File: config.mk
export PLATFORM = sky130hd
export DESIGN_NAME = shift_lever_source_selector
export DESIGN_NICKNAME = d
export VERILOG_FILES = /design/src/core/lever_sel_pkg.sv /design/src/core/shift_lever_source_selector.sv
export SDC_FILE = /design/constraint.sdc
export NUM_CORES = 1
export LEC_CHECK = 0
export BUFFER_PORTS_ARGS = -buffer_cell sky130_fd_sc_hd__buf_4
export CORE_UTILIZATION = 55
export CTS_CLUSTER_DIAMETER = 120
export DETAILED_ROUTE_END_ITERATION = 8
export PLACE_DENSITY = 0.76
export RECOVER_POWER = 25
export SYNTH_ARGS = -nofsm -noshare
export SYNTH_HDL_FRONTEND = slang
export SYNTH_SLANG_ARGS = --single-unit
export TNS_END_PERCENT = 50
File: constraint.sdc
create_clock -name CLK_SYS_I -period 21.4 [get_ports CLK_SYS_I]
set_input_delay 2.14 -clock CLK_SYS_I [delete_from_list [all_inputs] [get_ports CLK_SYS_I]]
set_output_delay 2.14 -clock CLK_SYS_I [all_outputs]
set_load 0.005 [all_outputs]
File: src/core/lever_sel_pkg.sv
// Package with register map, field layouts, types and timing constants of the lever selector.
package lever_sel_pkg;

	// Register byte offsets.
	localparam logic [7:0] OFF_CONFIG = 8'h00;
	localparam logic [7:0] OFF_PATTERN0 = 8'h04;
	localparam logic [7:0] OFF_DEBOUNCE = 8'h1c;
	localparam logic [7:0] OFF_BUS_MSG = 8'h20;
	localparam logic [7:0] OFF_STATUS = 8'h24;
	localparam int NUM_PATTERNS = 6;

	// Fields of the configuration register.
	localparam int CFG_MASTER_LSB = 0;
	localparam int CFG_SLAVE_LSB = 2;
	localparam int CFG_DUAL_BIT = 4;
	localparam int CFG_LOCK_NEU_BIT = 5;
	localparam int CFG_LOCK_STILL_BIT = 6;
	localparam int CFG_DEB_EN_BIT = 7;
	localparam int CFG_MAXRNG_LSB = 8;
	localparam logic [31:0] CONFIG_RESET = 32'h0000_0400;

	// Pattern register fields: wire code, direction, range and valid bit.
	localparam int PAT_WIRES_LSB = 0;
	localparam int PAT_DIR_LSB = 6;
	localparam int PAT_RNG_LSB = 8;
	localparam int PAT_VALID_BIT = 12;

	// Bus message fields: lever byte, direction bits and range in the low nibble.
	localparam logic [7:0] BUS_TAKE_SLAVE = 8'hff;
	localparam logic [31:0] BUS_MSG_RESET = 32'h0000_00ff;

	// Clock in MHz, debounce tick length in microseconds and the cycle count per millisecond.
	localparam int CLK_MHZ = 100;
	localparam int DEB_TICK_US = 1000;
	localparam int DEB_TICK_CYCLES = DEB_TICK_US * CLK_MHZ;
	localparam logic [31:0] DEBOUNCE_RESET = 32'h0000_0000;

	// Lever source types.
	typedef enum logic [1:0] {
		SRC_PULSE = 2'h0,
		SRC_PATTERN = 2'h1,
		SRC_FWDREV = 2'h2,
		SRC_BUS = 2'h3
	} src_t;

	// Direction requests.
	typedef enum logic [1:0] {
		DIR_NEUTRAL = 2'h0,
		DIR_FORWARD = 2'h1,
		DIR_REVERSE = 2'h2
	} dir_t;

	// Interlock states, one-hot.
	typedef enum logic [2:0] {
		LK_FREE = 3'h1,
		LK_HOLD = 3'h2,
		LK_WAIT = 3'h4
	} lock_t;

	// Wired lever inputs travelling together.
	typedef struct packed {
		logic fwd;
		logic rev;
		logic up;
		logic down;
		logic [5:0] wires;
	} lever_in_t;

	// Request presented to the shift logic.
	typedef struct packed {
		dir_t dir;
		logic [3:0] range;
		logic auto_mode;
		logic from_slave;
	} request_t;

endpackage

File: src/core/shift_lever_source_selector.sv
// Shift lever source selector: decodes two lever sources and chooses direction and range.
//
// Implementation choices: the APB interface to the registers and the address map.
`timescale 1ns/10ps

// Operation
// - Without range information, request automatic shifting from first up to the top range.
// - Pulse lever steps range on up and down pulses; direction from levels.
// - Pattern lever maps each configured six-wire pattern to one position.
// - Forward/reverse lever gives direction from levels and no range signals.
// - The lever position may come from the received drive request message.
// - Two lever sources may be configured, one master and one slave.
// - Bus master pairs with any wired slave; pattern or pulse with forward/reverse.
// - Bus master with lever byte all ones hands control to the wired slave.
// - Bus master with any other lever byte uses that byte as position.
// - Pattern master in forward or reverse supplies direction and range.
// - Pattern master in neutral: direction from slave, range from master.
// - Optionally hold neutral after a source change until the new source is neutral.
// - Optionally hold neutral after a source change until standstill.
// - Optional debounce before accepting a new direction and a new range.
module shift_lever_source_selector (
	input wire logic CLK_SYS_I,
	input wire logic SYS_RST_I,
	input wire logic PSEL_I,
	input wire logic PENABLE_I,
	input wire logic PWRITE_I,
	input wire logic [7:0] PADDR_I,
	input wire logic [31:0] PWDATA_I,
	output logic [31:0] PRDATA_O,
	output logic PREADY_O,
	output logic PSLVERR_O,
	input wire lever_sel_pkg::lever_in_t MASTER_LEVER_I,
	input wire lever_sel_pkg::lever_in_t SLAVE_LEVER_I,
	input wire logic STANDSTILL_I,
	output lever_sel_pkg::request_t REQUEST_O,
	output logic CONFIG_ERR_O
);
	import lever_sel_pkg::*;

	logic [31:0] config_reg;
	logic [12:0] pattern [NUM_PATTERNS];
	logic [31:0] debounce_reg;
	logic [31:0] bus_msg;
	logic [3:0] pulse_rng_m;
	logic [3:0] pulse_rng_s;
	logic prev_up_m, prev_down_m, prev_up_s, prev_down_s;
	lock_t lock_state;
	logic prev_from_slave;
	logic valid_seen;
	dir_t dir_out;
	logic [3:0] rng_out;
	logic [15:0] deb_ms_dir, deb_ms_rng;
	logic [31:0] tick_cnt;

	// APB decode: zero wait states, unmapped addresses answer with an error.
	wire apb_access = PSEL_I && PENABLE_I;
	wire sel_cfg = (PADDR_I == OFF_CONFIG);
	wire sel_deb = (PADDR_I == OFF_DEBOUNCE);
	wire sel_bus = (PADDR_I == OFF_BUS_MSG);
	wire sel_sta = (PADDR_I == OFF_STATUS);
	wire [7:0] pat_off = PADDR_I - OFF_PATTERN0;
	wire sel_pat = (PADDR_I >= OFF_PATTERN0) && (PADDR_I < OFF_DEBOUNCE) && (PADDR_I[1:0] == 2'h0);
	wire [2:0] pat_idx = pat_off[4:2];
	wire mapped = sel_cfg || sel_deb || sel_bus || sel_sta || sel_pat;
	wire wr_en = apb_access && PWRITE_I && mapped;
	assign PREADY_O = 1'b1;
	assign PSLVERR_O = apb_access && !mapped;

	// Configuration fields.
	src_t master_src, slave_src;
	assign master_src = src_t'(config_reg[CFG_MASTER_LSB +: 2]);
	assign slave_src = src_t'(config_reg[CFG_SLAVE_LSB +: 2]);
	wire dual = config_reg[CFG_DUAL_BIT];
	wire lock_neu_en = config_reg[CFG_LOCK_NEU_BIT];
	wire lock_still_en = config_reg[CFG_LOCK_STILL_BIT];
	wire deb_en = config_reg[CFG_DEB_EN_BIT];
	wire [3:0] max_range = config_reg[CFG_MAXRNG_LSB +: 4];

	// Pairing check; an illegal pairing falls back to the master alone.
	wire pair_ok = (master_src == SRC_BUS && slave_src != SRC_BUS) ||
		((master_src == SRC_PATTERN || master_src == SRC_PULSE) && slave_src == SRC_FWDREV);
	wire use_dual = dual && pair_ok;
	assign CONFIG_ERR_O = dual && !pair_ok;

	// Decode one lever of the given type into direction, range and validity.
	function automatic logic [6:0] decode(input src_t src, input lever_in_t lv,
		input logic [3:0] prng);
		logic [6:0] res;
		res = {DIR_NEUTRAL, 4'h0, 1'b0};
		case (src)
			SRC_PULSE, SRC_FWDREV: begin
				// Both levels at once is treated as neutral, never as a direction.
				if (lv.fwd && !lv.rev) begin
					res[6:5] = DIR_FORWARD;
				end else if (lv.rev && !lv.fwd) begin
					res[6:5] = DIR_REVERSE;
				end
				res[4:1] = (src == SRC_PULSE) ? prng : 4'h0;
				res[0] = 1'b1;
			end
			SRC_PATTERN: begin
				for (int i = 0; i < NUM_PATTERNS; i++) begin
					if (pattern[i][PAT_VALID_BIT] && pattern[i][PAT_WIRES_LSB +: 6] == lv.wires) begin
						res = {pattern[i][PAT_DIR_LSB +: 2], pattern[i][PAT_RNG_LSB +: 4], 1'b1};
					end
				end
			end
			default: begin
				// The bus byte: bits 5:4 direction, 3:0 range.
				res = {bus_msg[5:4], bus_msg[3:0], 1'b1};
			end
		endcase
		return res;
	endfunction

	wire [6:0] dec_m = decode(master_src, MASTER_LEVER_I, pulse_rng_m);
	wire [6:0] dec_s = decode(slave_src, SLAVE_LEVER_I, pulse_rng_s);
	wire bus_handover = (bus_msg[7:0] == BUS_TAKE_SLAVE);

	// Source selection: direction and range may come from different levers.
	logic [1:0] sel_dir;
	logic [3:0] sel_rng;
	logic sel_valid, from_slave;
	always_comb begin
		sel_dir = dec_m[6:5];
		sel_rng = dec_m[4:1];
		sel_valid = dec_m[0];
		from_slave = 1'b0;
		if (master_src == SRC_BUS && bus_handover) begin
			if (use_dual) begin
				{sel_dir, sel_rng, sel_valid} = dec_s;
				from_slave = 1'b1;
			end else begin
				sel_valid = 1'b0;
			end
		end else if (use_dual && master_src != SRC_BUS && dec_m[6:5] == DIR_NEUTRAL) begin
			sel_dir = dec_s[6:5];
			from_slave = 1'b1;
		end
	end
	// Range from a pattern master whether forward, reverse or neutral. keeps both.

	// No range source means automatic up to the configured top range.
	wire no_range = (master_src == SRC_FWDREV) || (from_slave && slave_src == SRC_FWDREV &&
		master_src == SRC_BUS);
	wire [3:0] eff_rng = no_range ? max_range : sel_rng;

	// Pulse levers step the range on rising edges of up and down, saturating.
	always_ff @(posedge CLK_SYS_I or posedge SYS_RST_I) begin
		if (SYS_RST_I) begin
			pulse_rng_m <= 4'h1;
			pulse_rng_s <= 4'h1;
			{prev_up_m, prev_down_m, prev_up_s, prev_down_s} <= 4'h0;
		end else begin
			{prev_up_m, prev_down_m} <= {MASTER_LEVER_I.up, MASTER_LEVER_I.down};
			{prev_up_s, prev_down_s} <= {SLAVE_LEVER_I.up, SLAVE_LEVER_I.down};
			if (MASTER_LEVER_I.up && !prev_up_m && pulse_rng_m < max_range) begin
				pulse_rng_m <= pulse_rng_m + 4'h1;
			end else if (MASTER_LEVER_I.down && !prev_down_m && pulse_rng_m > 4'h1) begin
				pulse_rng_m <= pulse_rng_m - 4'h1;
			end
			if (SLAVE_LEVER_I.up && !prev_up_s && pulse_rng_s < max_range) begin
				pulse_rng_s <= pulse_rng_s + 4'h1;
			end else if (SLAVE_LEVER_I.down && !prev_down_s && pulse_rng_s > 4'h1) begin
				pulse_rng_s <= pulse_rng_s - 4'h1;
			end
		end
	end

	// Source-change interlock: a change arms a neutral hold until the conditions clear.
	wire src_changed = (from_slave != prev_from_slave) && (lock_neu_en || lock_still_en);
	wire neu_ok = !lock_neu_en || sel_dir == DIR_NEUTRAL;
	wire still_ok = !lock_still_en || STANDSTILL_I;
	logic neu_seen;
	lock_t next_lock;
	always_comb begin
		next_lock = lock_state;
		case (lock_state)
			LK_FREE: if (src_changed) next_lock = LK_HOLD;
			LK_HOLD: if (neu_ok) next_lock = LK_WAIT;
			LK_WAIT: if (still_ok || src_changed) next_lock = src_changed ? LK_HOLD : LK_FREE;
			default: next_lock = LK_FREE;
		endcase
	end
	assign neu_seen = (lock_state == LK_FREE) && !src_changed;

	// Debounce counters in milliseconds; direction and range count apart.
	wire ms_tick = (tick_cnt == DEB_TICK_CYCLES - 1);
	wire dir_new = (sel_dir != dir_out);
	wire rng_new = (eff_rng != rng_out);
	wire dir_take = !deb_en || deb_ms_dir >= debounce_reg[15:0];
	wire rng_take = !deb_en || deb_ms_rng >= debounce_reg[31:16];

	// Output registers, updated on every rising clock edge.
	always_ff @(posedge CLK_SYS_I or posedge SYS_RST_I) begin
		if (SYS_RST_I) begin
			tick_cnt <= 32'h0;
			deb_ms_dir <= 16'h0;
			deb_ms_rng <= 16'h0;
			dir_out <= DIR_NEUTRAL;
			rng_out <= 4'h0;
			valid_seen <= 1'b0;
			lock_state <= LK_FREE;
			prev_from_slave <= 1'b0;
			REQUEST_O <= '0;
		end else begin
			tick_cnt <= ms_tick ? 32'h0 : tick_cnt + 32'h1;
			deb_ms_dir <= !dir_new ? 16'h0 : (ms_tick ? deb_ms_dir + 16'h1 : deb_ms_dir);
			deb_ms_rng <= !rng_new ? 16'h0 : (ms_tick ? deb_ms_rng + 16'h1 : deb_ms_rng);
			lock_state <= next_lock;
			prev_from_slave <= from_slave;
			valid_seen <= valid_seen || sel_valid;
			if (sel_valid && dir_new && dir_take) dir_out <= dir_t'(sel_dir);
			if (sel_valid && rng_new && rng_take) rng_out <= eff_rng;
			REQUEST_O.dir <= (valid_seen && neu_seen && sel_valid) ? dir_out : DIR_NEUTRAL;
			REQUEST_O.range <= rng_out;
			REQUEST_O.auto_mode <= no_range;
			REQUEST_O.from_slave <= from_slave;
		end
	end

	// Register writes; the bus message register models the received lever byte.
	always_ff @(posedge CLK_SYS_I or posedge SYS_RST_I) begin
		if (SYS_RST_I) begin
			config_reg <= CONFIG_RESET;
			debounce_reg <= DEBOUNCE_RESET;
			bus_msg <= BUS_MSG_RESET;
			for (int i = 0; i < NUM_PATTERNS; i++) pattern[i] <= 13'h0;
		end else if (wr_en) begin
			if (sel_cfg) config_reg <= PWDATA_I;
			else if (sel_deb) debounce_reg <= PWDATA_I;
			else if (sel_bus) bus_msg <= PWDATA_I;
			else if (sel_pat) pattern[pat_idx] <= PWDATA_I[12:0];
		end
	end

	// Read mux; status shows the live selection and interlock.
	// Fields are packed so that the word is exactly 32 bits, with no silent padding.
	wire [31:0] status_word = {21'h0, CONFIG_ERR_O, lock_state, from_slave, rng_out, dir_out};
	always_comb begin
		PRDATA_O = 32'h0;
		if (sel_cfg) PRDATA_O = config_reg;
		else if (sel_deb) PRDATA_O = debounce_reg;
		else if (sel_bus) PRDATA_O = bus_msg;
		else if (sel_sta) PRDATA_O = status_word;
		else if (sel_pat) PRDATA_O = {19'h0, pattern[pat_idx]};
	end

	// Checks.
	a_reset_neutral: assert property (@(posedge CLK_SYS_I) disable iff (SYS_RST_I)
		!valid_seen |=> REQUEST_O.dir == DIR_NEUTRAL) else $error("no neutral before valid");
	a_hold_neutral: assert property (@(posedge CLK_SYS_I) disable iff (SYS_RST_I)
		lock_state != LK_FREE |=> REQUEST_O.dir == DIR_NEUTRAL) else $error("lock not neutral");
	a_still_wait: assert property (@(posedge CLK_SYS_I) disable iff (SYS_RST_I)
		lock_state == LK_WAIT && !STANDSTILL_I && lock_still_en && !src_changed |=>
		lock_state == LK_WAIT) else $error("left wait without standstill");
	a_bus_handover: assert property (@(posedge CLK_SYS_I) disable iff (SYS_RST_I)
		master_src == SRC_BUS && bus_handover && use_dual |=> REQUEST_O.from_slave)
		else $error("no handover to slave");
	a_bus_direct: assert property (@(posedge CLK_SYS_I) disable iff (SYS_RST_I)
		master_src == SRC_BUS && !bus_handover |=> !REQUEST_O.from_slave)
		else $error("bus byte ignored");
	a_pat_neutral: assert property (@(posedge CLK_SYS_I) disable iff (SYS_RST_I)
		use_dual && master_src == SRC_PATTERN && dec_m[6:5] == DIR_NEUTRAL |=>
		REQUEST_O.from_slave) else $error("neutral master kept direction");
	a_pat_drive: assert property (@(posedge CLK_SYS_I) disable iff (SYS_RST_I)
		master_src == SRC_PATTERN && dec_m[6:5] != DIR_NEUTRAL |=> !REQUEST_O.from_slave)
		else $error("driving master overridden");
	a_auto_range: assert property (@(posedge CLK_SYS_I) disable iff (SYS_RST_I)
		master_src == SRC_FWDREV |=> REQUEST_O.auto_mode) else $error("no auto mode");
	a_pair_legal: assert property (@(posedge CLK_SYS_I) disable iff (SYS_RST_I)
		use_dual |-> master_src != slave_src) else $error("illegal pairing used");
	a_pulse_step: assert property (@(posedge CLK_SYS_I) disable iff (SYS_RST_I)
		MASTER_LEVER_I.up && !prev_up_m && pulse_rng_m < max_range |=>
		pulse_rng_m == $past(pulse_rng_m) + 4'h1) else $error("pulse did not step");
endmodule

==> flow_summary.ini, run 1 <==
[status]
status = complete, but fails checks
violations = capacitance limit, slew limit

[power_and_ir_drop]
ir_worst_vdd_mv = 0.06124
intPower_mw = 0.9182
p_switching_mw = 0.3443
pwr-share-comb = 0.134
p_leak_nw = 8.189
powerDensity_mw_per_mm2 = 72.84
p_seq_frac = 0.447
sw_frac_of_total = 0.2727
p_clk_frac = 0.419
power_mw = 1.262

[synth]
async_flop_share = 1.000
yosysWarningCount = 0
yosysSeqAreaShare = 0.4386
syn_area_mm2 = 0.01533
syn_nets = 1587
syn_avg_cell_area_um2 = 10.43
synth_edf_count = 0
syn_inst = 1470
ys_ff_latch = 268
synth_cell_type_count = 84
synth-main-ff-cell = dfrtp_1

[cts]
clockBufferDepth = 3
tritoncts = done
cts_buffers = 29
clock-root-buffer = clkbuf_16
cts_resized = 0
clk_latency_ps = 580
post-cts-setup-buffers = 0
cts.sinks = 268
h-tree-depth = 1
holdBufCountCts = 0
clk_pin_slew_ps = 60

[setup_path]
critPathKind = in -> out
reg2regPathDepth = 11
crit_path_start = PADDR_I[2]
worstPathRequired_ps = 19260
crit_path_end_kind = output pin
r2r-start = pattern[18]$_DFFE_PP0P_
reg2reg_slack_ps = 17130
start_kind = primary input
r2r-end = rng_out[3]$_DFFE_PP0P_
arrival_ps = 5670
cp_max_fo = 36

[cells_and_area]
drive_gt1_frac = 0.2334
nets = 1658
syn_to_final_growth_pct = 13.10
post-route-util = 0.6378
postLayoutCellArea_mm2 = 0.01733
largest_register_ffs = 78
final_common_cell = dfrtp_1
layout_common_cells = 256 x dfrtp_1, 149 x mux2_2, 115 x nor2_1
insertedDiodeCount = 0
regMostFlops = pattern

[timing]
fin_ws_ps = 13590
worst_slew_pin_slew_ps = 5107
fmax_mhz = 128.0
grt_setup_unrepaired = no
clock_skew_ps = 33.55
setup_tns_ps = 0
finalHoldViolCount = 0
period_share = 0.3651
slew_headroom = -2.423
drv_slew = 117
period_minus_slack_ps = 7812
setup_violations = 0

[floorplan]
start_util = 0.5640
die-width_um = 168.9
rows = 60
dieArea_mm2 = 0.02854
io_pins = 109
die_y_um = 168.9
placeableCoreArea_mm2 = 0.02718

[global_route]
grt_pass1_wl_um = 69560
grt_usage = 0.3200
grt_pass1_vias = 12040
antenna_found_initial = 0
grt_overflow = 0
grt_start_max_net_pins = 117

[route]
drc = 0
vias_per_cell = 6.235
drt_iter0_drc = 1423
vias = 12070
wl_um = 44610
wire_per_inst_um = 23.04
postRouteAntennaNets = 0
first_pass_iters = 8

[placed_design]
dp_hpwl_um = 31990
portBuffers = 107
dp_slack_ps = 13750
placed_cell_area_mm2 = 0.01635
routabilityCongestion = 0.9793

[job]
maxCapViolations = 1

[worst_hold_path]
hold_end = tick_cnt[31]$_DFF_PP0_
min_from = tick_cnt[31]$_DFF_PP0_
worstHoldPathCells = 1
min_path_type = reg -> reg
worst max-delay path, cell delays in order:
cell      delay (ps)
buf_4            460
inv_1            170
ha_1             300
xnor2_1          960
nand2_1          560
o211ai_1         230
o211ai_1         210
a31oi_1          450
buf_4            180
per-layer routing:
layer,vias up,part of all wire,global-route usage
li1,5404,-,-
met2,529,0.46,0.5079
met4,0,0.046,0.1395
met5,-,0,0
met1,6016,0.42,0.4357
met3,122,0.074,0.05027
cell families after synthesis:
logic type                 after synthesis  share of synthesized area
and+or+nand+nor                        415                     0.1338
DFF                                    268                     0.4386
AOI/OAI and AO/OA                      250                     0.1212
muxes                                  179                     0.1361
buffers and inverters                  159                    0.04400
xor gates and xnor gates               147                    0.08450
adders and majority gates               51                    0.04164
other                                    1                  0.0002447
stage by stage:
stage	instances	hold slack [ps]
2_1_floorplan	1470	433.3
3_3_place_gp	1882	451.1
6_report	1936	476.3
3_5_place_dp	1882	455.0
5_1_grt	1936	501.1
4_1_cts	1936	478.2
cell usage after synthesis (12+ instances only):
cell type,n,share of area
nand3_1,44,0.014
a21oi_1,33,0.011
nor2_1,116,0.028
clkbuf_1,48,0.012
o211ai_1,13,0.0064
inv_1,79,0.019
nor2b_1,12,0.0049
buf_2,14,0.0046
xnor2_1,100,0.057
nor3_1,25,0.0082
a222oi_1,32,0.021
nand2_1,101,0.025
xor2_1,46,0.026
o21ai_0,64,0.021
and3_1,18,0.0073
mux2i_1,19,0.012
nor4_1,15,0.0061
dfrtp_1,256,0.42
mux2_2,149,0.11
ha_1,51,0.042
dfstp_2,12,0.021
nand4_1,28,0.011
how the worst max path moves through the flow:
| stage | to | slack, ps | cells after the start |
|---|---|---|---|
| final | PRDATA_O[4] | 13590 | 9 |
| after global placement | PRDATA_O[6] | 13840 | 10 |
| after CTS | PRDATA_O[6] | 13700 | 10 |
| after floorplan | REQUEST_O[1]$_DFF_PP0_ | 11900 | 1 |
| after global routing | PRDATA_O[4] | 13290 | 9 |
| after detailed placement | PRDATA_O[6] | 13750 | 10 |
power groups by stage:
stage	Sequential, mW	Combinational, mW	Clock [mW]
final	0.565	0.169	0.528
after global routing	0.567	0.187	0.555
after CTS	0.564	0.169	0.534
after detailed placement	0.572	0.168	0
after global placement	0.572	0.162	0
after floorplan	0.561	0.120	0
cell type report:
| type | count | area [um^2] |
|---|---|---|
| Tap cell | 372 | 465.4 |
| Multi-Input combinational cell | 1043 | 7950 |
| Sequential cell | 268 | 6721 |
| Fill cell | 2222 | 9843 |
| Clock inverter | 10 | 146.4 |
| Inverter | 79 | 297.8 |
| Clock buffer | 44 | 862.1 |
| Timing Repair Buffer | 120 | 889.6 |
Power figures use the tool's default switching activity.
==> run 2: changes to the inputs <==
- clock period: 21.4 -> 8.1 ns (I/O delays scaled with it)
==> run 2 against run 1 <==
The run still ends with capacitance limit, slew limit left. Critical path type is now in -> async. Routed wire length down 0.30%. Clock power rose to 2.6 times the previous value. Count of clock-buffer cells in the layout down 3. Die area unchanged. Final cell count down 0.10%. Sequential cell count unchanged. Worst hold slack worse by 93 ps. Via count up 0.65%. Global-route usage down 0.27 points.
==> flow_summary.ini, run 2 (same netlist as run 1, synthesis figures left out) <==
[status]
status = complete, but fails checks
violations = capacitance limit, slew limit

[worst_hold_path]
min_path_type = in -> reg

[timing]
setup_tns_ps = 0
period_minus_slack_ps = 5056
setup_violations = 0
clock_skew_ps = 16.45
grt_setup_unrepaired = no
fmax_mhz = 197.8
period_share = 0.6241
whs_ps = 383.6
finalHoldViolCount = 0
worst_slew_pin_slew_ps = 4706
slew_headroom = -2.137
drv_slew = 191

[setup_path]
critPathMaxStageDelay_ps = 3160
start_kind = primary input
critPathKind = in -> async
cp_max_fo = 190
worstPathCellList = clkbuf_4, clkinvlp_2, clkbuf_2, buf_4
arrival_ps = 5600
worstPathRequired_ps = 8640
path_buf_inv = 4
critPathSlowestCell = clkbuf_2
crit_path_end_kind = async pin
critPathTopFamily = buffers and inverters

[cells_and_area]
final_common_cell = dfrtp_1
nets = 1657
fillers = 2234
largest_register_ffs = 78
drive_gt1_frac = 0.2337
regMostFlops = pattern
stdcell_count = 1934
layout_common_cells = 256 x dfrtp_1, 149 x mux2_2, 115 x nor2_1
insertedDiodeCount = 0
syn_to_final_growth_pct = 12.99

[cts]
clock-root-buffer = clkbuf_16
cts_buffers = 29
tritoncts = done
clk_latency_ps = 570
cts_resized = 0
cts.sinks = 268
clockBufferDepth = 3
clk_pin_slew_ps = 60
h-tree-depth = 1
post-cts-setup-buffers = 0
holdBufCountCts = 0

[floorplan]
die_y_um = 168.9
rows = 60
io_pins = 109
dieArea_mm2 = 0.02854
start_util = 0.5640
die-width_um = 168.9
placeableCoreArea_mm2 = 0.02718

[job]
maxCapViolations = 1

[placed_design]
placed_cells = 1881
portBuffers = 107
routabilityCongestion = 0.9932
dp_hpwl_um = 31700

[global_route]
antenna_found_initial = 0
grt_overflow = 0
grt_usage = 0.3174
grt_pass1_vias = 12110
grt_start_max_net_pins = 191
grt_pass1_wl_um = 69630

[route]
postRouteAntennaNets = 0
wire_per_inst_um = 23.00
wl_um = 44480
vias_per_cell = 6.282
vias = 12150
first_pass_iters = 8
drt_iter0_drc = 1468
drc = 0

[power_and_ir_drop]
ir_worst_vdd_mv = 0.1581
powerDensity_mw_per_mm2 = 192.1
p_leak_nw = 8.165
run 2: per-layer routing:
layer  track usage  share of wire  vias to the layer above
met2        0.4948           0.46                      569
met3       0.05939          0.085                      133
met4        0.1395          0.047                        0
li1              -              -                     5406
met1        0.4326           0.41                     6042
met5             0              0                        -
run 2: power breakdown:
group,internal (mW),leakage [nW],switching (mW),total [mW]
Combinational,0.190,4.23,0.257,0.447
Sequential,1.40,3.45,0.0882,1.49
Clock,0.820,0.480,0.569,1.39
run 2: path summary, 6_finish.rpt:
path / startpoint / to / slack (ps) / cells past startpoint
hold / removal: SLAVE_LEVER_I[6] / prev_down_s$_DFF_PP0_ / 380 / 1
max in group CLK_SYS_I: PADDR_I[2] / PRDATA_O[3] / 3310 / 8
min in group asynchronous: SYS_RST_I / prev_down_s$_DFF_PP0_ / 2030 / 3
hold reg to reg: tick_cnt[4]$_DFF_PP0_ / tick_cnt[4]$_DFF_PP0_ / 480 / 1
setup reg to reg: pattern[2]$_DFFE_PP0P_ / rng_out[3]$_DFFE_PP0P_ / 3860 / 11
setup / recovery: SYS_RST_I / REQUEST_O[7]$_DFF_PP0_ / 3040 / 4
run 2: cell type report:
| class | instances | area [um^2] | area share |
|---|---|---|---|
| clock inverters | 12 | 160.2 | 0.009249 |
| inverters | 79 | 297.8 | 0.01720 |
| repair buffers | 119 | 875.8 | 0.05058 |
| multi-input cells | 1043 | 7955 | 0.4594 |
| well taps | 372 | 465.4 | 0.02688 |
| clock buffers | 41 | 840.8 | 0.04855 |
| flip-flops and latches | 268 | 6721 | 0.3882 |
run 2: per-stage QoR:
stage,util,power [mW],setup WS [ps],area (um^2)
6_report,0.6372,3.327,3044,17320
3_5_place_dp,0.6016,1.954,3202,16350
5_1_grt,0.6372,3.443,2125,17320
3_3_place_gp,0.6016,1.937,3318,16350
2_1_floorplan,-,1.798,3760,15330
4_1_cts,0.6384,3.337,3361,17350
